File: config.mk
export PLATFORM = sky130hd
export DESIGN_NAME = pcf_top
export DESIGN_NICKNAME = d
export VERILOG_FILES = /design/src/logic/pcf_pkg.sv /design/src/logic/pcf_div.sv /design/src/logic/pcf_integ.sv /design/src/logic/pcf_top.sv
export SDC_FILE = /design/constraint.sdc
export NUM_CORES = 1
export LEC_CHECK = 0
export BUFFER_PORTS_ARGS = -buffer_cell sky130_fd_sc_hd__buf_2
export CORE_MARGIN = 3
export CORE_UTILIZATION = 63
export DETAILED_ROUTE_END_ITERATION = 8
export PLACE_DENSITY = 0.83
export SYNTH_ARGS = -nofsm -noshare
export SYNTH_HDL_FRONTEND = slang
export SYNTH_SLANG_ARGS = --single-unit
File: constraint.sdc
create_clock -name MCLK -period 11.7 [get_ports MCLK]
set_input_delay 1.17 -clock MCLK [delete_from_list [all_inputs] [get_ports MCLK]]
set_output_delay 1.17 -clock MCLK [all_outputs]
set_load 0.02 [all_outputs]
File: src/logic/pcf_pkg.sv
// Constants, carriers and states of the peak current fold-back block.
// Assumes one 100 MHz clock and currents in whole amperes.
// Summary of operation
// - Current limit output never exceeds the programmed peak current.
// - Rated current in the fold-back arithmetic is a fixed 12 A.
// - Measured current above continuous setting integrates the accumulator up.
// - Measured current below continuous setting integrates the accumulator down.
// - At the accumulator limit the current limit drops to the continuous setting, if that is below the peak setting.
// - Allowed peak time in ms is 1512000 over peak squared minus rated squared.
// - Programmed peak current is clamped to at most 30 A.
// - A peak time within the allowed time is used unchanged.
// - A peak time beyond the allowed time is replaced by the allowed time.
// - Effective peak time never exceeds 30 seconds.
package pcf_pkg;
	localparam int CLK_MHZ    = 100;
	localparam int SAMPLE_US  = 1000;
	localparam int SAMPLE_CYC = SAMPLE_US * CLK_MHZ;
	localparam int CUR_W      = 8;
	localparam int SQ_W       = 16;
	localparam int ACC_W      = 21;
	localparam int TIME_W     = 16;
	localparam int DVS_W      = 10;
	localparam logic [CUR_W-1:0]  RATED_I   = 8'h0C;
	localparam logic [SQ_W-1:0]   RATED_SQ  = SQ_W'(RATED_I) * SQ_W'(RATED_I);
	localparam logic [CUR_W-1:0]  PEAK_MAX  = 8'h1E;
	localparam logic [ACC_W-1:0]  ACC_LIMIT = 21'h171240;
	localparam logic [TIME_W-1:0] TIME_MAX  = 16'h7530;
	localparam logic [7:0]        OFS_CTRL  = 8'h00;
	localparam logic [7:0]        OFS_CONT  = 8'h04;
	localparam logic [7:0]        OFS_PEAK  = 8'h08;
	localparam logic [7:0]        OFS_PTIME = 8'h0C;
	localparam logic [7:0]        OFS_ETIME = 8'h10;
	localparam logic [7:0]        OFS_STAT  = 8'h14;
	localparam logic [7:0]        OFS_ACC   = 8'h18;
	localparam logic [7:0]        OFS_NONE  = 8'hFF;
	localparam int                EN_BIT    = 0;
	localparam int                FOLD_BIT  = 0;
	localparam int                BUSY_BIT  = 1;
	localparam logic [CUR_W-1:0]  CONT_RST  = 8'h0A;
	localparam logic [CUR_W-1:0]  PEAK_RST  = 8'h1E;
	localparam logic [TIME_W-1:0] PTIME_RST = 16'h07D0;
	localparam logic [2:0]        HSIZE_WORD = 3'h2;

	typedef struct packed {
		logic              enable;
		logic [CUR_W-1:0]  cont_i;
		logic [CUR_W-1:0]  peak_i;
		logic [TIME_W-1:0] peak_t;
	} pcf_cfg_t;

	localparam pcf_cfg_t CFG_RST = '{enable: 1'b0, cont_i: CONT_RST, peak_i: PEAK_RST, peak_t: PTIME_RST};

	typedef enum logic [1:0] {
		RC_IDLE = 2'b00,
		RC_KICK = 2'b01,
		RC_RUN  = 2'b10
	} pcf_rc_t;
endpackage : pcf_pkg

File: src/logic/pcf_div.sv
// Iterative restoring divider, one quotient bit per clock.
// Assumes start is only honoured while busy is low.
`timescale 1ns/1ps
module pcf_div #(
	parameter int N = 21,
	parameter int D = 10
) (
	input  wire logic         clk,
	input  wire logic         rst,
	input  wire logic         start,
	input  wire logic [N-1:0] dividend,
	input  wire logic [D-1:0] divisor,
	output logic [N-1:0]      quo,
	output logic              busy,
	output logic              done
);
	import pcf_pkg::*;
	localparam int CW = $clog2(N + 1);
	typedef struct packed {
		logic          busy;
		logic          done;
		logic [CW-1:0] cnt;
		logic [D:0]    rem;
		logic [N-1:0]  quo;
		logic [D-1:0]  dvs;
	} pcf_div_st_t;
	pcf_div_st_t st;
	pcf_div_st_t next_st;
	logic [D:0]  trial;

	if (N < 2 || D < 1) begin : g_chk
		$error("pcf_div: widths too small");
	end

	always_comb begin
		next_st = st;
		next_st.done = 1'b0;
		trial = {st.rem[D-1:0], st.quo[N-1]};
		if (start && !st.busy) begin
			next_st.busy = 1'b1;
			next_st.cnt = CW'(N);
			next_st.rem = '0;
			next_st.quo = dividend;
			next_st.dvs = divisor;
		end else if (st.busy) begin
			next_st.quo = {st.quo[N-2:0], 1'b0};
			if (trial >= {1'b0, st.dvs}) begin
				next_st.rem = trial - {1'b0, st.dvs};
				next_st.quo[0] = 1'b1;
			end else begin
				next_st.rem = trial;
			end
			next_st.cnt = st.cnt - 1'b1;
			if (st.cnt == CW'(1)) begin
				next_st.busy = 1'b0;
				next_st.done = 1'b1;
			end
		end
	end

	always_ff @(posedge clk) begin
		if (rst) begin
			st <= '0;
		end else begin
			st <= next_st;
		end
	end

	assign quo  = st.quo;
	assign busy = st.busy;
	assign done = st.done;
endmodule : pcf_div

File: src/logic/pcf_integ.sv
// Squared-current integrator with a fixed sample period.
// Assumes measured current and settings are magnitudes in amperes.
`timescale 1ns/1ps
module pcf_integ #(
	parameter int SAMPLE_CYC = pcf_pkg::SAMPLE_CYC
) (
	input  wire logic                    clk,
	input  wire logic                    rst,
	input  wire pcf_pkg::pcf_cfg_t       cfg,
	input  wire logic [pcf_pkg::CUR_W-1:0] cur,
	output logic [pcf_pkg::ACC_W-1:0]    acc,
	output logic                         folded
);
	import pcf_pkg::*;
	localparam int CNT_W = $clog2(SAMPLE_CYC);
	typedef struct packed {
		logic [CNT_W-1:0] cnt;
		logic [ACC_W-1:0] acc;
		logic             folded;
	} pcf_integ_st_t;
	pcf_integ_st_t    st;
	pcf_integ_st_t    next_st;
	logic             tick;
	logic [SQ_W-1:0]  sq_i;
	logic [SQ_W-1:0]  sq_c;
	logic [ACC_W-1:0] up;
	logic [ACC_W-1:0] dn;

	if (SAMPLE_CYC < 2) begin : g_chk
		$error("pcf_integ: sample period too short");
	end

	always_comb begin
		next_st = st;
		tick = st.cnt == CNT_W'(SAMPLE_CYC - 1);
		sq_i = SQ_W'(cur) * SQ_W'(cur);
		sq_c = SQ_W'(cfg.cont_i) * SQ_W'(cfg.cont_i);
		// Step of one keeps the sum moving when squares tie or the difference would be negative
		up = (sq_i > RATED_SQ) ? ACC_W'(sq_i - RATED_SQ) : ACC_W'(1);
		dn = (sq_c > sq_i) ? ACC_W'(sq_c - sq_i) : ACC_W'(1);
		next_st.cnt = tick ? '0 : st.cnt + 1'b1;
		if (!cfg.enable) begin
			next_st.acc = '0;
		end else if (tick) begin
			if (cur > cfg.cont_i) begin
				next_st.acc = (ACC_LIMIT - st.acc <= up) ? ACC_LIMIT : st.acc + up;
			end else if (cur < cfg.cont_i) begin
				next_st.acc = (st.acc <= dn) ? '0 : st.acc - dn;
			end
		end
		// No hysteresis: one step down releases the fold
		next_st.folded = next_st.acc == ACC_LIMIT;
	end

	always_ff @(posedge clk) begin
		if (rst) begin
			st <= '0;
		end else begin
			st <= next_st;
		end
	end

	assign acc    = st.acc;
	assign folded = st.folded;
endmodule : pcf_integ

File: src/logic/pcf_top.sv
// Peak current fold-back: AHB-Lite registers, integrator, time check.
// Assumes a single AHB-Lite master and a current sample each clock.
//
// The AHB-Lite register port and the register offsets were left to the implementer.
`timescale 1ns/1ps
module pcf_top #(
	parameter int SAMPLE_CYC = pcf_pkg::SAMPLE_CYC
) (
	input  wire logic                        MCLK,
	input  wire logic                        SYS_RST,
	input  wire logic                        HSEL,
	input  wire logic [31:0]                 HADDR,
	input  wire logic [1:0]                  HTRANS,
	input  wire logic                        HWRITE,
	input  wire logic [2:0]                  HSIZE,
	input  wire logic [31:0]                 HWDATA,
	input  wire logic                        HREADY,
	output logic [31:0]                      HRDATA,
	output logic                             HREADYOUT,
	output logic                             HRESP,
	input  wire logic [pcf_pkg::CUR_W-1:0]   CUR_MEAS,
	output logic [pcf_pkg::CUR_W-1:0]        I_LIMIT,
	output logic                             FOLDED
);
	import pcf_pkg::*;

	typedef struct packed {
		pcf_cfg_t          cfg;
		pcf_rc_t           rc;
		logic [TIME_W-1:0] eff_t;
		logic [7:0]        addr;
		logic              wr_pend;
		logic              rd_pend;
		logic [31:0]       hrdata;
		logic              hready;
		logic              hresp;
		logic [CUR_W-1:0]  ilim;
		logic              folded;
	} pcf_top_st_t;

	pcf_top_st_t       st;
	pcf_top_st_t       next_st;
	logic [31:0]       rd_val;
	logic [SQ_W-1:0]   peak_sq;
	logic [TIME_W-1:0] allow_t;
	logic              div_start;
	logic              div_busy;
	logic              div_done;
	logic [ACC_W-1:0]  div_quo;
	logic [ACC_W-1:0]  acc;
	logic              fold;

	if (SAMPLE_CYC < 2) begin : g_chk
		$error("pcf_top: sample period too short");
	end

	pcf_integ #(
		.SAMPLE_CYC (SAMPLE_CYC)
	) u_integ (
		.clk    (MCLK),
		.rst    (SYS_RST),
		.cfg    (st.cfg),
		.cur    (CUR_MEAS),
		.acc    (acc),
		.folded (fold)
	);

	pcf_div #(
		.N (ACC_W),
		.D (DVS_W)
	) u_div (
		.clk      (MCLK),
		.rst      (SYS_RST),
		.start    (div_start),
		.dividend (ACC_LIMIT),
		.divisor  (DVS_W'(peak_sq - RATED_SQ)),
		.quo      (div_quo),
		.busy     (div_busy),
		.done     (div_done)
	);

	always_comb begin
		rd_val = 32'h0000_0000;
		if (st.addr == OFS_CTRL) begin
			rd_val[EN_BIT] = st.cfg.enable;
		end else if (st.addr == OFS_CONT) begin
			rd_val[CUR_W-1:0] = st.cfg.cont_i;
		end else if (st.addr == OFS_PEAK) begin
			rd_val[CUR_W-1:0] = st.cfg.peak_i;
		end else if (st.addr == OFS_PTIME) begin
			rd_val[TIME_W-1:0] = st.cfg.peak_t;
		end else if (st.addr == OFS_ETIME) begin
			rd_val[TIME_W-1:0] = st.eff_t;
		end else if (st.addr == OFS_STAT) begin
			rd_val[FOLD_BIT] = st.folded;
			rd_val[BUSY_BIT] = st.rc != RC_IDLE;
		end else if (st.addr == OFS_ACC) begin
			rd_val[ACC_W-1:0] = acc;
		end
	end

	always_comb begin
		next_st = st;
		div_start = 1'b0;
		peak_sq = SQ_W'(st.cfg.peak_i) * SQ_W'(st.cfg.peak_i);
		// Quotient beyond the ceiling is cut before it can wrap
		allow_t = (div_quo > ACC_W'(TIME_MAX)) ? TIME_MAX : div_quo[TIME_W-1:0];

		// Allowed time recalculation
		case (st.rc)
			RC_KICK: begin
				// At or below rated current the allowed time is the TIME_MAX ceiling
				if (st.cfg.peak_i <= RATED_I) begin
					next_st.eff_t = (st.cfg.peak_t > TIME_MAX) ? TIME_MAX : st.cfg.peak_t;
					next_st.rc = RC_IDLE;
				end else if (!div_busy) begin
					div_start = 1'b1;
					next_st.rc = RC_RUN;
				end
			end
			RC_RUN: begin
				if (div_done) begin
					next_st.eff_t = (st.cfg.peak_t > allow_t) ? allow_t : st.cfg.peak_t;
					next_st.rc = RC_IDLE;
				end
			end
			default: begin
				next_st.rc = st.rc;
			end
		endcase

		// Write data phase, zero wait
		if (st.wr_pend) begin
			next_st.wr_pend = 1'b0;
			if (st.addr == OFS_CTRL) begin
				next_st.cfg.enable = HWDATA[EN_BIT];
			end else if (st.addr == OFS_CONT) begin
				next_st.cfg.cont_i = HWDATA[CUR_W-1:0];
			end else if (st.addr == OFS_PEAK) begin
				next_st.cfg.peak_i = (HWDATA > 32'(PEAK_MAX)) ? PEAK_MAX : HWDATA[CUR_W-1:0];
				next_st.rc = RC_KICK;
			end else if (st.addr == OFS_PTIME) begin
				next_st.cfg.peak_t = HWDATA[TIME_W-1:0];
				next_st.rc = RC_KICK;
			end
		end

		// Read data phase, one wait state so a prior write is seen
		if (st.rd_pend) begin
			next_st.rd_pend = 1'b0;
			next_st.hrdata = rd_val;
			next_st.hready = 1'b1;
		end

		// Address phase
		if (HSEL && HTRANS[1] && HREADY) begin
			next_st.addr = (HADDR[31:8] != 24'h00_0000) ? OFS_NONE : HADDR[7:0];
			if (HWRITE) begin
				next_st.wr_pend = HSIZE == HSIZE_WORD;
			end else begin
				next_st.rd_pend = 1'b1;
				next_st.hready = 1'b0;
			end
		end

		// Limit from the settings that take effect this edge
		next_st.folded = fold;
		if (!next_st.cfg.enable) begin
			next_st.ilim = '0;
		end else if (fold && next_st.cfg.cont_i < next_st.cfg.peak_i) begin
			next_st.ilim = next_st.cfg.cont_i;
		end else begin
			next_st.ilim = next_st.cfg.peak_i;
		end
	end

	always_ff @(posedge MCLK) begin
		if (SYS_RST) begin
			st <= '0;
			st.cfg <= CFG_RST;
			st.rc <= RC_KICK;
			st.hready <= 1'b1;
		end else begin
			st <= next_st;
		end
	end

	assign HRDATA    = st.hrdata;
	assign HREADYOUT = st.hready;
	assign HRESP     = st.hresp;
	assign I_LIMIT   = st.ilim;
	assign FOLDED    = st.folded;
endmodule : pcf_top

==> metrics, run 1 <==
WL/cell 18.0 um; unique cell type count in the Yosys netlist 92; total power 3.19 mW; Final Non-Filler Cells 2717; Gate power share 59.3%; DIE AREA 0.0304 mm^2; crit-path max cell delay 0.76 ns; core area 0.0279 mm^2; worst setup path class in -> reg; I/O pins 125; clock buffer depth 2; VDD IR max 0.000129 V; sequential area share after synthesis 19.9%; Hold Path Depth 1; Area Growth Syn to Fin 6.06%; fin nets 2681; Syn Inst Count 2290; critical path startpoint category input port; fillcell total 2307; Final Cell Area 0.0189 mm^2; Synth Area in Adders 22.1%; post-CTS sizing 0; RD Place Congestion 1.01; vias in the first global route 16200; pin count of the biggest net entering global routing 88; largest family of logic cells by synthesized area simple AND/OR/NAND/NOR gates; DRT Pass-1 Iters 8; number of buffers created by CTS 17; Worst setup endpoint u_integ.folded; clock slew seen by the registers of the worst setup and hold paths 0.07 ns; vias per inst 6.16; total track usage 31.8%; crit end category register; Final Core Density 68.0%; Initial Util 64.1%; Worst Tran Pin Value 1.29 ns; clock share of power 17.6%; post-DP HPWL 38400 um; RSZ-0062 raised after global routing no; placed inst area 0.0184 mm^2; Post-CTS Hold Fix Bufs 0; worst r2r path cells 36; max-slew violations 0; P_int 1.67 mW; r2r startpoint st[96]; H-Tree Depth 4; fraction of layout cells with a size suffix above 1 8.25%; leak pwr 8.62 nW; final worst path period need 10.63 ns; Worst path depth 35; switch share 47.6%; initial antenna violation count 0; Max Clock Skew 0.0153 ns; DRT iter0 DRCs 1494; relative slew slack 13.0%; most common flop cell mapped by yosys dfxtp_1; pre-CTS setup slack 0.701 ns; IO Port Bufs 111; #FFs+latches synth 178; # rows 61; clock sink count 178; final worst-path cycle share 90.9%; FMAX 94.1 MHz; later-pin clock latency in the skew report 0.46 ns; XOR/XNOR share of the synthesized area 6.03%; antenna violation net count after detailed routing 0; GRT overflow 0; hold crit path type reg -> reg; CP startpoint CUR_MEAS[5]; Compound-Gate Fraction of Synth Area 18.5%; syn avg cell area 7.80 um^2; net switching power 1.52 mW; Post-Route WL 48900 um; worst r2r dst u_integ.folded; simple-gate area share of the yosys netlist 23.1%; ANT cells 0; proportion of synthesized area in mux cells 2.18%; Root Driver clkbuf_16; Max Cap Viol 0; status completed; delay-heaviest family, CP adder cells; Vias 16700; sequential share of power 23.1%; pwr dens 168 mW/mm^2; Hold Fails Final Rpt 0; setup bufs post-CTS 0; Reg2Reg Setup Slack 1.18 ns; CP max stage cell o21ai_1; CTS tree yes; Critical Path AT 10.99 ns; Post-synth EDFFs 0; required time of the critical path 12.06 ns; crit path max fanout 16; buffers plus inverters on the worst setup path 4; Mapped Area 0.0179 mm^2; Synth warnings 0; Worst path most repeated cell fa_1; Horiz. Die Dim 174 um; total negative slack 0 ns; final setup margin 1.07 ns; Post-Place Cells 2686; Die Y 174 um; Final setup viols 0; async set or reset register ratio after synthesis 0%; Hold WS 0.455 ns; first-pass GRT wire length 79700 um; # DRC 0
-- cell usage in the layout, fill, tap and decap left out, types with 9 or more instances in the layout --
cell type	netlist	layout
clkbuf_16	0	17
nor2_1	257	257
a31oi_1	25	25
nor2b_1	33	33
a21o_1	29	29
nand2_1	208	208
xnor2_1	85	85
o211ai_1	10	10
nor4_1	28	28
xor2_1	38	38
nand2b_1	29	29
a211oi_1	25	25
o221ai_1	10	10
nor3_1	59	59
o21bai_1	12	12
nand4_1	28	28
and3_1	22	22
or3_1	13	13
a221o_1	9	9
or2_2	13	13
nand3_1	49	49
buf_2	3	110
nand3b_1	14	14
mux2i_1	31	31
and2_1	43	43
dfxtp_1	178	177
inv_1	222	222
o21ai_0	73	73
fa_1	71	71
a21oi_1	169	169
o21a_1	18	18
a21boi_0	9	9
conb_1	2	18
ha_1	201	201
-- power groups by stage --
stage / Combinational, mW / Sequential, mW / Clock, mW
2_1_floorplan: 1.42 / 0.720 / 0
3_3_place_gp: 1.80 / 0.741 / 0
3_5_place_dp: 1.84 / 0.745 / 0
4_1_cts: 1.86 / 0.732 / 0.559
5_1_grt: 2.10 / 0.741 / 0.585
6_report: 1.89 / 0.735 / 0.561
-- cells in the mapped netlist (all sizes together) (9+ instances only) --
cell type / number / area share (%)
or3: 13 / 0.46
nand2b: 29 / 1.0
a221o: 9 / 0.50
a211oi: 25 / 1.1
and3: 24 / 0.90
nand3b: 14 / 0.59
nand3: 50 / 1.5
nand4: 29 / 1.1
or2: 14 / 0.49
nand2: 208 / 4.4
fa: 71 / 8.0
and2: 43 / 1.5
xor2: 38 / 1.9
nor2b: 33 / 1.2
o221ai: 10 / 0.49
nor3: 60 / 1.7
o21ai: 79 / 2.2
mux2i: 31 / 1.7
a21o: 29 / 1.2
ha: 201 / 14
o211ai: 11 / 0.49
nor2: 257 / 5.4
a21boi: 11 / 0.46
a21oi: 169 / 4.7
inv: 222 / 4.7
xnor2: 85 / 4.2
nor4: 30 / 1.2
buf: 48 / 2.0
a2111oi: 12 / 0.66
o21a: 18 / 0.76
o21bai: 12 / 0.50
or4: 9 / 0.42
a31oi: 26 / 0.95
dfxtp: 178 / 20
clkbuf: 66 / 1.4
-- area by class of cell --
cell class	instances	area, um^2	area share [%]
timing repair buffer	116	596	3.14
tap	378	473	2.50
sequential	178	3560	18.8
inverter	225	845	4.46
clock buffer	19	433	2.28
clock inverter	12	125	0.660
multi-input combinational	1789	12900	68.1
-- sequential cells by signal (all words and copies together), names as in the netlist --
signal / count
FOLDED: 1
HRDATA: 21
HREADYOUT: 1
I_LIMIT: 8
st: 61
u_div.busy: 1
u_div.done: 1
u_div.quo: 21
u_div.st: 24
u_integ.acc: 21
u_integ.folded: 1
u_integ.st: 17
-- cell families after synthesis --
| logic type | after synthesis |
|---|---|
| XOR/XNOR | 123 |
| multiplexers | 38 |
| other | 2 |
| AO/OA/AOI/OAI | 498 |
| AND/OR/NAND/NOR | 839 |
| adder cells (fa/ha/maj) | 273 |
| buffers and inverters | 339 |
| flip-flops | 178 |
-- per-layer routing --
metal  wire, um  vias to the layer above  GRT usage, %  part of all wire, %
met5          0                        -             0                    0
met2      22600                      707          52.5                   46
met4       1420                        0          10.4                  2.9
met3       4050                      113          6.29                  8.3
met1      20800                     7904          41.8                   43
li1           -                     8014             -                    -
-- worst min-delay path by stage --
stage / from / endpoint / slack (ns)
floorplan: u_div.st[46] / u_div.done / 0.40
global placement: u_div.st[46] / u_div.done / 0.43
detailed placement: u_div.st[46] / u_div.done / 0.43
CTS: u_div.st[46] / u_div.done / 0.45
global route: u_div.st[46] / u_div.done / 0.46
finish: u_integ.st[22] / u_integ.st[22] / 0.45
-- worst register-to-register path, delay by kind of cell (launching register included) --
kind	cells	cell delay, ns
XOR/XNOR	1	0.31
AND/OR/NAND/NOR	13	2.61
flip-flops	1	0.54
adder cells (fa/ha/maj)	7	3.10
multiplexers	1	0.15
AO/OA/AOI/OAI	11	3.23
buffers and inverters	3	0.49
Power figures use the tool's default switching activity.
==> run 2, diff against run 1 <==
- ABC_AREA: default -> 1
- PLACE_DENSITY: 0.83 -> 0.82
==> run 2 against run 1 <==
  * First-iteration DRC count increased by 13%
  * Global-route usage increased by 1.3 points
  * Routed wire length increased by 12%
  * Final cell count increased by 23%
  * Largest cell class unchanged
  * Critical path depth increased by 9
  * Sequential cell count unchanged
  * Die area increased by 6.4%
  * Register-to-register slack improved by 2.1 ns
==> metrics, run 2 <==
pwr dens 168 mW/mm^2 (about the same); hold crit path type reg -> reg (unchanged); Final Non-Filler Cells 3352 (was 2717); worst r2r dst u_integ.folded (unchanged); post-DP HPWL 43800 um (was 38400 um); top cells by area, synth dfxtp_1 19%, nand2_1 14%, ha_1 13% (was dfxtp_1 20%, ha_1 14%, fa_1 8.0%); commonest non-fill, non-tap cell in the layout nand2_1 (was nor2_1); Horiz. Die Dim 180 um (was 174 um); share of the synthesized area in the top cell type 18.7% (was 19.9%); most instantiated cells after synthesis 705 x nand2_1, 522 x inv_1, 228 x a21oi_1, 219 x nor2_1, 201 x ha_1 (was 257 x nor2_1, 222 x inv_1, 208 x nand2_1, 201 x ha_1, 178 x dfxtp_1); required time of the critical path 12.08 ns (was 12.06 ns); # rows 63 (was 61); unique cell type count in the Yosys netlist 64 (was 92); crit end category register (unchanged); setup bufs post-CTS 0 (unchanged); vias in the first global route 18100 (was 16200); Initial Util 64.1% (about the same); CP max stage cell fa_1 (was o21ai_1); clock slew seen by the registers of the worst setup and hold paths 0.07 ns (about the same); total negative slack 0 ns (unchanged); Vias 18800 (was 16700); FMAX 115 MHz (was 94.1 MHz); HP Start u_integ.st[22] (unchanged); # DRC 0 (unchanged); #FFs+latches synth 178 (unchanged); RSZ-0062 raised after global routing no (unchanged); most frequent cells in the layout 705 x nand2_1, 522 x inv_1, 228 x a21oi_1 (was 257 x nor2_1, 222 x inv_1, 208 x nand2_1); critical path startpoint category input port (unchanged); Mapped Area 0.0191 mm^2 (was 0.0179 mm^2); most common flop cell mapped by yosys dfxtp_1 (unchanged); pre-CTS setup slack 2.70 ns (was 0.701 ns); Final setup viols 0 (unchanged); async set or reset register ratio after synthesis 0% (unchanged); Hold Path Depth 1 (unchanged); Post-CTS Hold Fix Bufs 0 (unchanged); Post-Place Cells 3319 (was 2686); max reg flops 61 (unchanged); Worst Tran Pin Value 1.17 ns (was 1.29 ns); Hold Fails Final Rpt 0 (unchanged); fraction of layout cells with a size suffix above 1 8.14% (was 8.25%); biggest regs st x61, u_div.st x24 (unchanged); Reg2Reg Setup Slack 3.31 ns (was 1.18 ns); later-pin clock latency in the skew report 0.44 ns (was 0.46 ns); final setup margin 3.02 ns (was 1.07 ns); crit path max fanout 16 (unchanged); clock sink count 178 (unchanged); syn avg cell area 6.54 um^2 (was 7.80 um^2); Worst path most repeated cell nand2_1 (was fa_1); RD Place Congestion 0.992 (was 1.01); max-slew violations 0 (unchanged); Syn Inst Count 2916 (was 2290); Die Y 180 um (was 174 um); GRT overflow 0 (unchanged); vias per inst 5.62 (was 6.16); DRT Pass-1 Iters 8 (unchanged); I/O pins 125 (unchanged); crit-path max cell delay 0.55 ns (was 0.76 ns); post-CTS sizing 0 (unchanged); pin count of the biggest net entering global routing 55 (was 88); number of buffers created by CTS 17 (unchanged); worst r2r path cells 43 (was 36); IO Port Bufs 111 (unchanged); fillcell total 2715 (was 2307); antenna violation net count after detailed routing 0 (unchanged); leak pwr 10.6 nW (was 8.62 nW); Critical Path AT 9.06 ns (was 10.99 ns); Max Clock Skew 0.0124 ns (was 0.0153 ns); relative slew slack 21.2% (was 13.0%); status completed (unchanged); DIE AREA 0.0324 mm^2 (was 0.0304 mm^2); final worst path period need 8.68 ns (was 10.63 ns); fin nets 3302 (was 2681); WL/cell 16.3 um (was 18.0 um); final worst-path cycle share 74.2% (was 90.9%); Post-synth EDFFs 0 (unchanged); Post-Route WL 54700 um (was 48900 um); Area Growth Syn to Fin 5.64% (was 6.06%); Root Driver clkbuf_16 (unchanged); Top reg by flops st (unchanged); r2r startpoint st[100] (was st[96]); DRT iter0 DRCs 1694 (was 1494); sequential area share after synthesis 18.7% (was 19.9%); core area 0.0297 mm^2 (was 0.0279 mm^2); Max Cap Viol 0 (unchanged); initial antenna violation count 0 (unchanged); Synth warnings 0 (unchanged); worst setup path class in -> reg (unchanged); Yosys top cell by area dfxtp_1 (unchanged); first-pass GRT wire length 88400 um (was 79700 um); CTS tree yes (unchanged); WHS Endpoint u_integ.st[22] (unchanged); most frequent cell after synthesis nand2_1 (was nor2_1); H-Tree Depth 4 (unchanged); VDD IR max 0.000170 V (was 0.000129 V); clock buffer depth 2 (unchanged); total track usage 33.1% (was 31.8%)
[run 2: cell count changes after synthesis, sizes merged, moves of 30 or more]
cell,change
nand3,+92
mux2i,-31
nor2b,-33
o21ai,+71
nand2,+524
and2,-42
nor3,-30
xnor2,-56
a21oi,+59
inv,+308
[run 2: layout make-up]
class	instances	area, um^2	share of cell area (%)
inverters	536	2010	9.99
diodes	1	2.50	0.0124
clock inverters	11	103	0.510
multi-input cells	2097	12900	64.1
repair buffers	118	608	3.02
well taps	390	488	2.42
flip-flops and latches	178	3560	17.7
clock buffers	21	460	2.29
[run 2: kinds of logic after synthesis]
family | share of synthesized area (%)
and+or+nand+nor | 27.8
buffers and inverters | 14.0
AOI/OAI and AO/OA | 14.3
adders and majority gates | 20.7
DFF | 18.7
xor gates and xnor gates | 4.46
other | 0.0394
[run 2: per-layer routing]
metal  share of wire (%)  vias up  global-route usage, %
met5                   0        -                      0
li1                    -     9328                      -
met4                 4.7        0                   14.7
met2                  45      731                   54.6
met3                 7.1      140                   3.84
met1                  43     8634                   43.8
[run 2: where the power goes]
group / internal [mW] / switching, mW
Sequential: 0.682 / 0.0472
Combinational: 0.666 / 1.42
Clock: 0.306 / 0.257
Total: 1.65 / 1.73
[run 2: how the worst max path moves through the flow]
stage	start	slack [ns]	to	cells after the start
6_report	CUR_MEAS[7]	3.02	u_integ.folded	44
5_1_grt	CUR_MEAS[4]	2.43	u_integ.folded	48
4_1_cts	CUR_MEAS[7]	3.12	u_integ.folded	44
3_5_place_dp	CUR_MEAS[7]	2.70	u_integ.folded	44
3_3_place_gp	CUR_MEAS[7]	2.81	u_integ.folded	44
2_1_floorplan	CUR_MEAS[7]	3.70	u_integ.folded	43
[run 2: through the flow]
stage                     utilization [%]  cell area [um^2]  total power [mW]  hold slack [ns]
final                                67.7             20100              3.38            0.451
after global routing                 67.7             20100              3.65            0.481
after CTS                            67.7             20100              3.34            0.450
after detailed placement             65.8             19600              2.78            0.439
after global placement               65.8             19600              2.73            0.431
after floorplan                         -             19100              2.26            0.407
[run 2: worst max-delay path: cells and delay by family]
family	cells	cell delay (ns)
compound gates	3	0.57
xor+xnor	1	0.18
fa+ha+maj	7	3.27
buf+inv	7	0.62
simple gates	26	3.21
